==> src/verilog/bbs_defs.svh <==
// Constants for the block buffer serial readout: addresses, sizes, timing.
// Assumes the core clock is the 125 MHz reference clock.
`ifndef BBS_DEFS_SVH
`define BBS_DEFS_SVH
// Transfer addresses, first byte of every transfer
`define BBS_ADDR_WR1 8'ha1
`define BBS_ADDR_WR2 8'ha2
`define BBS_ADDR_RD 8'ha3
`define BBS_ADDR_W 8
// Buffer and word layout
`define BBS_DEPTH 24
`define BBS_DATA_W 16
`define BBS_FLAG_W 6
`define BBS_WR_W 16
// Release interval on the data-out line
`define BBS_CLK_PERIOD_NS 8
`define BBS_TDO_US 265
`define BBS_TDO_CYC ((`BBS_TDO_US * 1000 + `BBS_CLK_PERIOD_NS - 1) / `BBS_CLK_PERIOD_NS)
// Reset values
`define BBS_RST_ADDR 8'h00
`define BBS_RST_WR 16'h0000
`endif

==> src/verilog/bbs_pkg.sv <==
// Types shared by the block buffer serial readout.
// Assumes nothing of its surroundings.
`default_nettype none
package bbs_pkg;
  typedef enum logic [1:0] {
    BBS_PH_IDLE = 2'b00,
    BBS_PH_WRITE1 = 2'b01,
    BBS_PH_WRITE2 = 2'b10,
    BBS_PH_READ = 2'b11
  } bbs_phase_e;
endpackage
`default_nettype wire

==> src/verilog/bbs_serial_readout.sv <==
// Block buffer with serial readout port and read request on the data-out line.
// Assumes serial pins from outside the clock domain and block writes on ref_clk_in.
`include "bbs_defs.svh"
`default_nettype none
// Overview of operation
// - Each transfer opens with an 8-bit address
// - Two write kinds, one read kind
// - Buffer keeps up to 24 blocks with flags
// - New block pulls data-out line low
// - Line held high 265 us after readout
// - Empty buffer keeps line high afterwards
// - Unread blocks pull line low after release
// - High while unsynchronized, low on first block after sync
// - Request after empty safe for 480 ms
// - Remaining-block request safe for 20 ms
// - Several blocks readable in one select period
// - Read without request returns all zeros
// - Standby stops serial transfers
module bbs_serial_readout
  import bbs_pkg::*;
#(
  parameter int DEPTH = `BBS_DEPTH,
  parameter int DATA_W = `BBS_DATA_W,
  parameter int FLAG_W = `BBS_FLAG_W,
  parameter int WR_W = `BBS_WR_W,
  parameter int TDO_CYC = `BBS_TDO_CYC
) (
  input wire logic ref_clk_in,
  input wire logic rst_n_in,
  input wire logic chip_select_in,
  input wire logic serial_shift_tick_in,
  input wire logic serial_in_line_in,
  input wire logic test_select_pin_in,
  input wire logic standby_select_pin_in,
  input wire logic sync_reset_in,
  input wire logic synced_in,
  input wire logic blk_valid_in,
  input wire logic [DATA_W-1:0] blk_data_in,
  input wire logic [FLAG_W-1:0] blk_flags_in,
  output logic data_out_out,
  output logic data_out_oe_out,
  output logic [WR_W-1:0] first_write_transfer_out,
  output logic [WR_W-1:0] second_write_transfer_out,
  output logic wr_done_out
);
  localparam int WORD_W = DATA_W + FLAG_W + 2;
  localparam int PW = (DEPTH > 1) ? $clog2(DEPTH) : 1;
  localparam int CW = $clog2(DEPTH + 1);
  localparam int BW = $clog2(WORD_W);
  localparam int RW = 16;

  if (DEPTH < 2 || DEPTH > 255 || WORD_W > 255 || WR_W < 2 || TDO_CYC < 2 ||
      TDO_CYC > 65535) begin : g_bad_param
    $error("bbs_serial_readout: unsupported parameter values");
  end

  ////////////////////////////////////////////////////////////////////////////
  // Pin synchronisers: a change counts once stages two and three agree
  logic [3:0] pin_raw;
  logic [3:0] pin_f_r;
  logic [3:0] pin_d_r;
  assign pin_raw = {standby_select_pin_in, serial_in_line_in, serial_shift_tick_in,
                    chip_select_in};
  // One process for all pins keeps a single driver on the filtered vectors
  logic [2:0] stg_r [4];
  always_ff @(posedge ref_clk_in) begin
    if (!rst_n_in) begin
      for (int i = 0; i < 4; i++) begin
        stg_r[i] <= 3'h0;
      end
      pin_f_r <= 4'h0;
      pin_d_r <= 4'h0;
    end else begin
      for (int i = 0; i < 4; i++) begin
        stg_r[i] <= {stg_r[i][1:0], pin_raw[i]};
        if (stg_r[i][1] == stg_r[i][2]) begin
          pin_f_r[i] <= stg_r[i][2];
        end
      end
      pin_d_r <= pin_f_r;
    end
  end

  logic ce_f;
  logic di_f;
  logic ce_rise;
  logic ce_fall;
  logic cl_rise;
  logic stby;
  assign ce_f = pin_f_r[0];
  assign di_f = pin_f_r[2];
  assign ce_rise = pin_f_r[0] & ~pin_d_r[0];
  assign ce_fall = ~pin_f_r[0] & pin_d_r[0];
  assign cl_rise = pin_f_r[1] & ~pin_d_r[1];
  // Test mode is not served, so it also blocks the port
  assign stby = pin_f_r[3] | test_select_pin_in;

  ////////////////////////////////////////////////////////////////////////////
  // Block buffer
  logic [DATA_W-1:0] mem_data [DEPTH];
  logic [FLAG_W-1:0] mem_flag [DEPTH];
  logic [PW-1:0] wr_ptr_r;
  logic [PW-1:0] rd_ptr_r;
  logic [CW-1:0] cnt_r;
  logic push;
  logic pop;
  logic load;
  logic full;
  bbs_phase_e phase_r;
  logic [BW-1:0] bit_r;
  logic [WORD_W-1:0] sh_r;
  logic [WORD_W-1:0] word_nxt;
  logic [`BBS_ADDR_W-1:0] addr_r;

  function automatic logic [PW-1:0] ptr_inc(input logic [PW-1:0] p);
    return (p == PW'(DEPTH - 1)) ? '0 : p + 1'b1;
  endfunction

  assign full = (cnt_r == CW'(DEPTH));
  assign push = blk_valid_in & synced_in & ~sync_reset_in;
  assign load = (ce_rise & ~stby & (addr_r == `BBS_ADDR_RD)) |
                ((phase_r == BBS_PH_READ) & cl_rise & (bit_r == BW'(WORD_W - 1)));
  assign pop = load & (cnt_r != '0) & ~sync_reset_in;

  always_ff @(posedge ref_clk_in) begin
    if (push) begin
      mem_data[wr_ptr_r] <= blk_data_in;
      mem_flag[wr_ptr_r] <= blk_flags_in;
    end
  end

  // A full buffer drops its oldest block; the depth gives the host its margin
  always_ff @(posedge ref_clk_in) begin
    if (!rst_n_in || sync_reset_in) begin
      wr_ptr_r <= '0;
      rd_ptr_r <= '0;
      cnt_r <= '0;
    end else begin
      if (push) begin
        wr_ptr_r <= ptr_inc(wr_ptr_r);
      end
      if (pop || (push && full)) begin
        rd_ptr_r <= ptr_inc(rd_ptr_r);
      end
      if (push && !pop && !full) begin
        cnt_r <= cnt_r + 1'b1;
      end else if (pop && !push) begin
        cnt_r <= cnt_r - 1'b1;
      end
    end
  end

  // Empty flag marks the last buffered block, full flag a full buffer
  always_comb begin
    word_nxt = '0;
    if (cnt_r != '0) begin
      word_nxt = {mem_data[rd_ptr_r], mem_flag[rd_ptr_r], cnt_r == CW'(1), full};
    end
  end

  ////////////////////////////////////////////////////////////////////////////
  // Serial port
  always_ff @(posedge ref_clk_in) begin
    if (!rst_n_in) begin
      addr_r <= `BBS_RST_ADDR;
    end else if (cl_rise && !ce_f && !stby) begin
      addr_r <= {addr_r[`BBS_ADDR_W-2:0], di_f};
    end
  end

  always_ff @(posedge ref_clk_in) begin
    if (!rst_n_in) begin
      phase_r <= BBS_PH_IDLE;
    end else if (ce_fall || stby) begin
      phase_r <= BBS_PH_IDLE;
    end else if (ce_rise) begin
      case (addr_r)
        `BBS_ADDR_WR1: phase_r <= BBS_PH_WRITE1;
        `BBS_ADDR_WR2: phase_r <= BBS_PH_WRITE2;
        `BBS_ADDR_RD: phase_r <= BBS_PH_READ;
        default: phase_r <= BBS_PH_IDLE;
      endcase
    end
  end

  logic [WR_W-1:0] wsh_r;
  always_ff @(posedge ref_clk_in) begin
    if (!rst_n_in) begin
      wsh_r <= `BBS_RST_WR;
      first_write_transfer_out <= `BBS_RST_WR;
      second_write_transfer_out <= `BBS_RST_WR;
      wr_done_out <= 1'b0;
    end else begin
      wr_done_out <= 1'b0;
      if (cl_rise && (phase_r == BBS_PH_WRITE1 || phase_r == BBS_PH_WRITE2)) begin
        wsh_r <= {wsh_r[WR_W-2:0], di_f};
      end
      // Words take effect only when the select closes
      if (ce_fall && phase_r == BBS_PH_WRITE1) begin
        first_write_transfer_out <= wsh_r;
        wr_done_out <= 1'b1;
      end
      if (ce_fall && phase_r == BBS_PH_WRITE2) begin
        second_write_transfer_out <= wsh_r;
        wr_done_out <= 1'b1;
      end
    end
  end

  // Consecutive blocks follow without a gap inside one select period
  always_ff @(posedge ref_clk_in) begin
    if (!rst_n_in) begin
      sh_r <= '0;
      bit_r <= '0;
    end else if (load) begin
      sh_r <= word_nxt;
      bit_r <= '0;
    end else if (phase_r == BBS_PH_READ && cl_rise) begin
      sh_r <= {sh_r[WORD_W-2:0], 1'b0};
      bit_r <= bit_r + 1'b1;
    end
  end

  ////////////////////////////////////////////////////////////////////////////
  // Data-out line: low drive means request or a zero data bit
  logic [RW-1:0] rel_r;
  logic rd_end;
  logic do_low_nxt;
  assign rd_end = ce_fall & (phase_r == BBS_PH_READ);

  always_ff @(posedge ref_clk_in) begin
    if (!rst_n_in) begin
      rel_r <= '0;
    end else if (rd_end) begin
      rel_r <= RW'(TDO_CYC);
    end else if (rel_r != '0) begin
      rel_r <= rel_r - 1'b1;
    end
  end

  // The empty buffer after sync reset keeps the line high until sync
  always_comb begin
    if (phase_r == BBS_PH_READ) begin
      do_low_nxt = ~sh_r[WORD_W-1];
    end else if (rel_r != '0) begin
      do_low_nxt = 1'b0;
    end else begin
      do_low_nxt = (cnt_r != '0);
    end
  end

  always_ff @(posedge ref_clk_in) begin
    if (!rst_n_in) begin
      data_out_oe_out <= 1'b0;
      data_out_out <= 1'b0;
    end else begin
      data_out_oe_out <= do_low_nxt;
      data_out_out <= 1'b0;
    end
  end
endmodule
`default_nettype wire

==> config.mk <==
export PLATFORM = sky130hd
export DESIGN_NAME = bbs_serial_readout
export DESIGN_NICKNAME = d
export VERILOG_FILES = /design/src/verilog/bbs_pkg.sv /design/src/verilog/bbs_serial_readout.sv
export VERILOG_INCLUDE_DIRS = /design/src /design/src/verilog
export SDC_FILE = /design/constraint.sdc
export NUM_CORES = 1
export LEC_CHECK = 0
export BUFFER_PORTS_ARGS = -buffer_cell sky130_fd_sc_hd__buf_2
export CORE_MARGIN = 10
export CORE_UTILIZATION = 45
export CTS_BUF_LIST = sky130_fd_sc_hd__clkbuf_8
export CTS_CLUSTER_SIZE = 24
export DETAILED_ROUTE_END_ITERATION = 6
export GPL_TIMING_DRIVEN = 1
export PLACE_DENSITY = 0.62
export SLEW_MARGIN = 25
export SYNTH_ARGS = -nofsm -noshare
export SYNTH_HDL_FRONTEND = slang
export SYNTH_SLANG_ARGS = --single-unit
==> constraint.sdc <==
create_clock -name ref_clk_in -period 2.65 [get_ports ref_clk_in]
set_clock_uncertainty 0.05 [all_clocks]
set_input_delay 0.3975 -clock ref_clk_in [delete_from_list [all_inputs] [get_ports ref_clk_in]]
set_output_delay 0.3975 -clock ref_clk_in [all_outputs]
set_load 0.02 [all_outputs]
; ---- Word level (Yosys, flattened, before mapping)
; Memory sizes are Yosys's and may differ from the RTL's. A register that Yosys moved wholly into a read port is not among the register bits.
; Index checks and enable logic that the tools add are counted.
[totals]
regBits = 126
ramBits = 540
in_bits = 32
out_inout_bits = 35
word_cells = 122
mem_count = 3
[mem_list]
columns = name, depth, word_bits, rd, rd_ports_with_merged_regs, wr, line_no
row1 = mem_data, 24, 16, 1, 1, 1, bbs_serial_readout.sv:100  ; logic [DATA_W-1:0] mem_data [DEPTH];
row2 = mem_flag, 24, 6, 1, 1, 1, bbs_serial_readout.sv:101  ; logic [FLAG_W-1:0] mem_flag [DEPTH];
row3 = stg_r, 4, 3, 4, 0, 4, bbs_serial_readout.sv:65  ; logic [2:0] stg_r [4];
[classes]
add_sub_neg = 6
n_eq_ne = 15
muxes = 26
bitwise_logic = 25
reduce_logical = 28
[ops]
columns = op, n
row1 = two-way mux 24 bit, 3
row2 = two-way mux 5 bit, 8
row3 = two-way mux 16 bit, 2
row4 = "== test 8 bit, second input constant", 3
row5 = "adder 5 x 1 -> 5 bit, second input constant", 4
row6 = "== test 5 bit, second input constant", 4
row7 = nonzero test 16 bit, 1
row8 = "subtractor 16 x 1 -> 16 bit, second input constant", 1
row9 = bitwise AND 1 bit, 12
row10 = two-way mux 3 bit, 4
row11 = logical AND 1 bit, 10
row12 = two-way mux 1 bit, 8
row13 = inverter 1 bit, 7
row14 = zero test 1 bit, 6
row15 = bitwise OR 1 bit, 6
row16 = case mux 2 bit (3 select lines), 1
row17 = nonzero test 2 bit, 3
row18 = OR reduction 2 bit, 3
row19 = "== test 5 x 1 -> 1 bit, second input constant", 1
row20 = nonzero test 5 bit, 1
row21 = "subtractor 5 x 1 -> 5 bit, second input constant", 1
row22 = == test 1 bit, 4
row23 = "== test 2 bit, second input constant", 2
row24 = logical OR 1 bit, 4
row25 = "== test 2 x 1 -> 1 bit, second input constant", 1

; ---- Logic depth before layout (Yosys ltp)
[logic_depth]
word_depth = 11
depth_mapped = 9
ltp_nobuf = 7

; ---- Least setup slack after synthesis
; Ideal clock, no wire load.
[synth_path]
kind = input-to-reg
from = input sync_reset_in
to = memory mem_data[15][0] (netlist name) (enable)
setup_time_ns = 0.402
arrival_ns = 2.035
required_ns = 2.198
setup_slack_ns = 0.163
cell_stages = 4
n_path_buf = 1
path_cell_list = and3b_1 -> clkbuf_1 -> nand2_1 -> nor2_1
[synth_via]
elab_chain_len = 4
[synth_rtl]
columns = item, line_no
row1 = "start, declared", bbs_serial_readout.sv:35  ; input wire logic sync_reset_in,
row2 = inverter 1 bit, bbs_serial_readout.sv:120  ; assign push = blk_valid_in & synced_in & ~sync_reset_in;
row3 = bitwise AND 1 bit, bbs_serial_readout.sv:120
row4 = two-way mux 1 bit, bbs_serial_readout.sv:126  ; if (push) begin
row5 = two-way mux 1 bit (implied by the code), bbs_serial_readout.sv:127  ; mem_data[wr_ptr_r] <= blk_data_in;
row6 = "end, declared", bbs_serial_readout.sv:100
; Every way passes these cells.

==> flow_summary.toml <==
[run_status]
status = "complete, no violations"

[worst_setup_path]
regToRegSetupSlack_ps = 190
crit_type = "reg2reg"
crit_required_ps = 3240
worstSetupStartpointType = "register"
worstSetupEndpointType = "register"
crit_fanout = 18
cp.arrival_ps = 3040

[clocking]
clk_path_buf_depth = 3
cts_root_buf = "clkbuf_8"
clock_latency_ps = 710
htreeDepth = 3
path_clk_slew_ps = 70
cts_sinks = 671
cts_tree = "done"
cts-buffers-inserted = 106
postCtsResizedCells = 0

[power]
power_density_nw_per_um2 = 684
power_mw = 20.6
p_leak_nw = 9.55
ir_worst_vdd_mv = 0.454

[floorplan]
die_y_um = 261
die_x_um = 261
start_util_pct = 45.4
dieArea_um2 = 68100
pin_count = 67
core-area_um2 = 57600
rows = 88

[timing]
maxSlewViolCount = 0
setup-violations-final = 0
min_period_ps = 2460
fin_setup_tns_ps = 0
max_slew.worst_pin.slew_ps = 965
rsz0062_at_grt = "false"
max_slew_margin_pct = 35.7
finalHoldViolations = 0
max_freq_ghz = 0.407
finalCritPeriodShare_pct = 92.7
setup_ws_ps = 194

[synth]
ys_types = 66
avgSynthCellArea_um2 = 15.5
seq_area_frac_synth_pct = 71.6
synth_edf_count = 528
ys.flop_type = "edfxtp_1"
synthCells = 1681
synth_warnings = 0
syn_nets = 1728
async_flop_share_pct = 0
ys_ff_latch = 671
synth_area_um2 = 26100

[cells_and_area]
layout_common_cells = "528 x edfxtp_1, 177 x mux2i_1, 141 x dfxtp_1, 125 x nand2_1, 113 x clkbuf_8"
final_area_um2 = 30100
fin_nets = 1902
syn_to_final_growth_pct = 15.2
fillerInstances = 4726
layout_commonest_cell = "edfxtp_1"
drive_above_1_share_pct = 19.4

[routing]
wl_per_cell_um = 22.8
wl_um = 61700
drcViolationCount = 0
first_pass_iters = 5
vias = 15011
drt_iter0_drc = 1297
ant_nets = 0
vias_per_cell = 5.55

[global_routing]
overflow = 0
grt_start_max_net_pins = 53
antenna_found_initial = 5
grt_pass1_wl_um = 93800
grt_pass1_vias = 15181
grt_usage_pct = 18.2

[hold_path]
hold_class = "in2reg"

[place]
dpl_worst_slack_ps = 234
gp_congestion = 0.825
place_area_um2 = 28100
dpl.hpwl_um = 36800
port_buffers = 65

[run]
max_cap_violations = 0
==> state kept, by name, indices dropped and copies added (netlist names), named ones only <==
name,flops
mem_data,384
first_write_transfer_out,16
addr_r,8
pin_f_r,4
wr_done_out,1
bit_r,5
wr_ptr_r,5
phase_r,2
sh_r,24
cnt_r,5
rd_ptr_r,5
stg_r,12
rel_r,16
pin_d_r,2
data_out_oe_out,1
mem_flag,144
second_write_transfer_out,16
wsh_r,16
==> synthesized netlist by cell type (3+ instances only) <==
cell	number	area, µm²
nor3b_1	5	37.5
nor4_1	5	31.3
xor2_1	6	52.6
clkbuf_1	53	199
nand3b_1	6	45.0
and3b_1	4	35.0
nor2_1	78	293
and2_1	21	131
buf_4	10	75.1
o21ai_0	39	195
a21oi_1	39	195
or4_1	3	22.5
mux2i_1	177	1770
a22o_1	5	43.8
a2111oi_0	5	43.8
a21boi_0	57	428
nand3_1	10	50.1
a22oi_1	76	571
mux2_2	15	169
nor2b_1	12	75.1
inv_1	11	41.3
xnor2_1	11	96.3
nand2b_1	5	31.3
nor3_1	12	60.1
nand4_1	24	150
edfxtp_1	528	15900
a211oi_1	7	52.6
nor4b_2	3	45.0
ha_1	15	188
dfxtp_1	143	2860
or3_1	27	169
nand2_1	125	469
o32ai_1	3	26.3
o22ai_1	24	150
mux4_2	40	901
o31ai_1	3	22.5
buf_2	26	130
and3_1	8	50.1
==> power breakdown <==
part           switching [mW]  internal (mW)  total, mW
Sequential             0.0941           11.5       11.6
Clock                    3.95           4.04       7.99
Combinational           0.631          0.410       1.04
==> critical path: stages, from the launching register on <==
cell and delay [ps]:
dfxtp_1 540, buf_4 300, and3b_1 200, buf_4 240, a22oi_1 390, nand4_1 180
or3_1 370, a21oi_1 130
==> final timing paths <==
| path | to | cells after the start | start |
|---|---|---|---|
| setup reg to reg | sh_r[10] | 7 | register |
| hold reg to reg | stg_r[2][1] | 1 | stg_r[2][0] |
| setup / recovery | sh_r[10] | 7 | register |
| hold / removal | mem_data[9][3] | 1 | blk_data_in[3] |
==> cell type report <==
cell class                 instances  area (µm²)  area share [%]
timing repair buffer             158        1330            4.43
inverter                          11        41.3           0.137
antenna                            1        2.50         0.00831
tap                              765         957            3.18
clock buffer                     113        1560            5.17
multi-input combinational        907        7110            23.6
sequential                       671       18700            62.2
clock inverter                    79         377            1.25
==> kinds of logic after synthesis <==
| logic type | count (synthesis) | synth area share [%] |
|---|---|---|
| fa+ha+maj | 15 | 0.718 |
| flops | 671 | 71.6 |
| simple gates | 372 | 7.40 |
| buf+inv | 103 | 1.78 |
| compound gates | 270 | 7.02 |
| mux | 232 | 10.9 |
| xor+xnor | 17 | 0.570 |
| other cells | 1 | 0.0143 |
==> metal layers <==
metal  up-vias  track usage [%]  share of wire, %
li1       6864                -                 -
met1      7579             24.0                44
met2       441             29.7                47
met3       121             4.09               6.3
met4         6             6.05               2.4
met5         -                0             0.063
==> metrics by stage <==
| step | utilization (%) | cells | hold WS (ps) |
|---|---|---|---|
| floorplan | - | 1681 | 362 |
| global placement | 48.8 | 2503 | 379 |
| detailed placement | 48.8 | 2503 | 378 |
| CTS | 52.3 | 2704 | 2.87 |
| global route | 52.3 | 2705 | 30.8 |
| finish | 52.3 | 2705 | 66.1 |
==> what timing repair did <==
item / CTS / global route
setup buffers: 0 / 0
hold endpoints to repair: 9 / 0
hold buffers: 9 / 0
No activity file was read; power rests on OpenSTA's default activity.
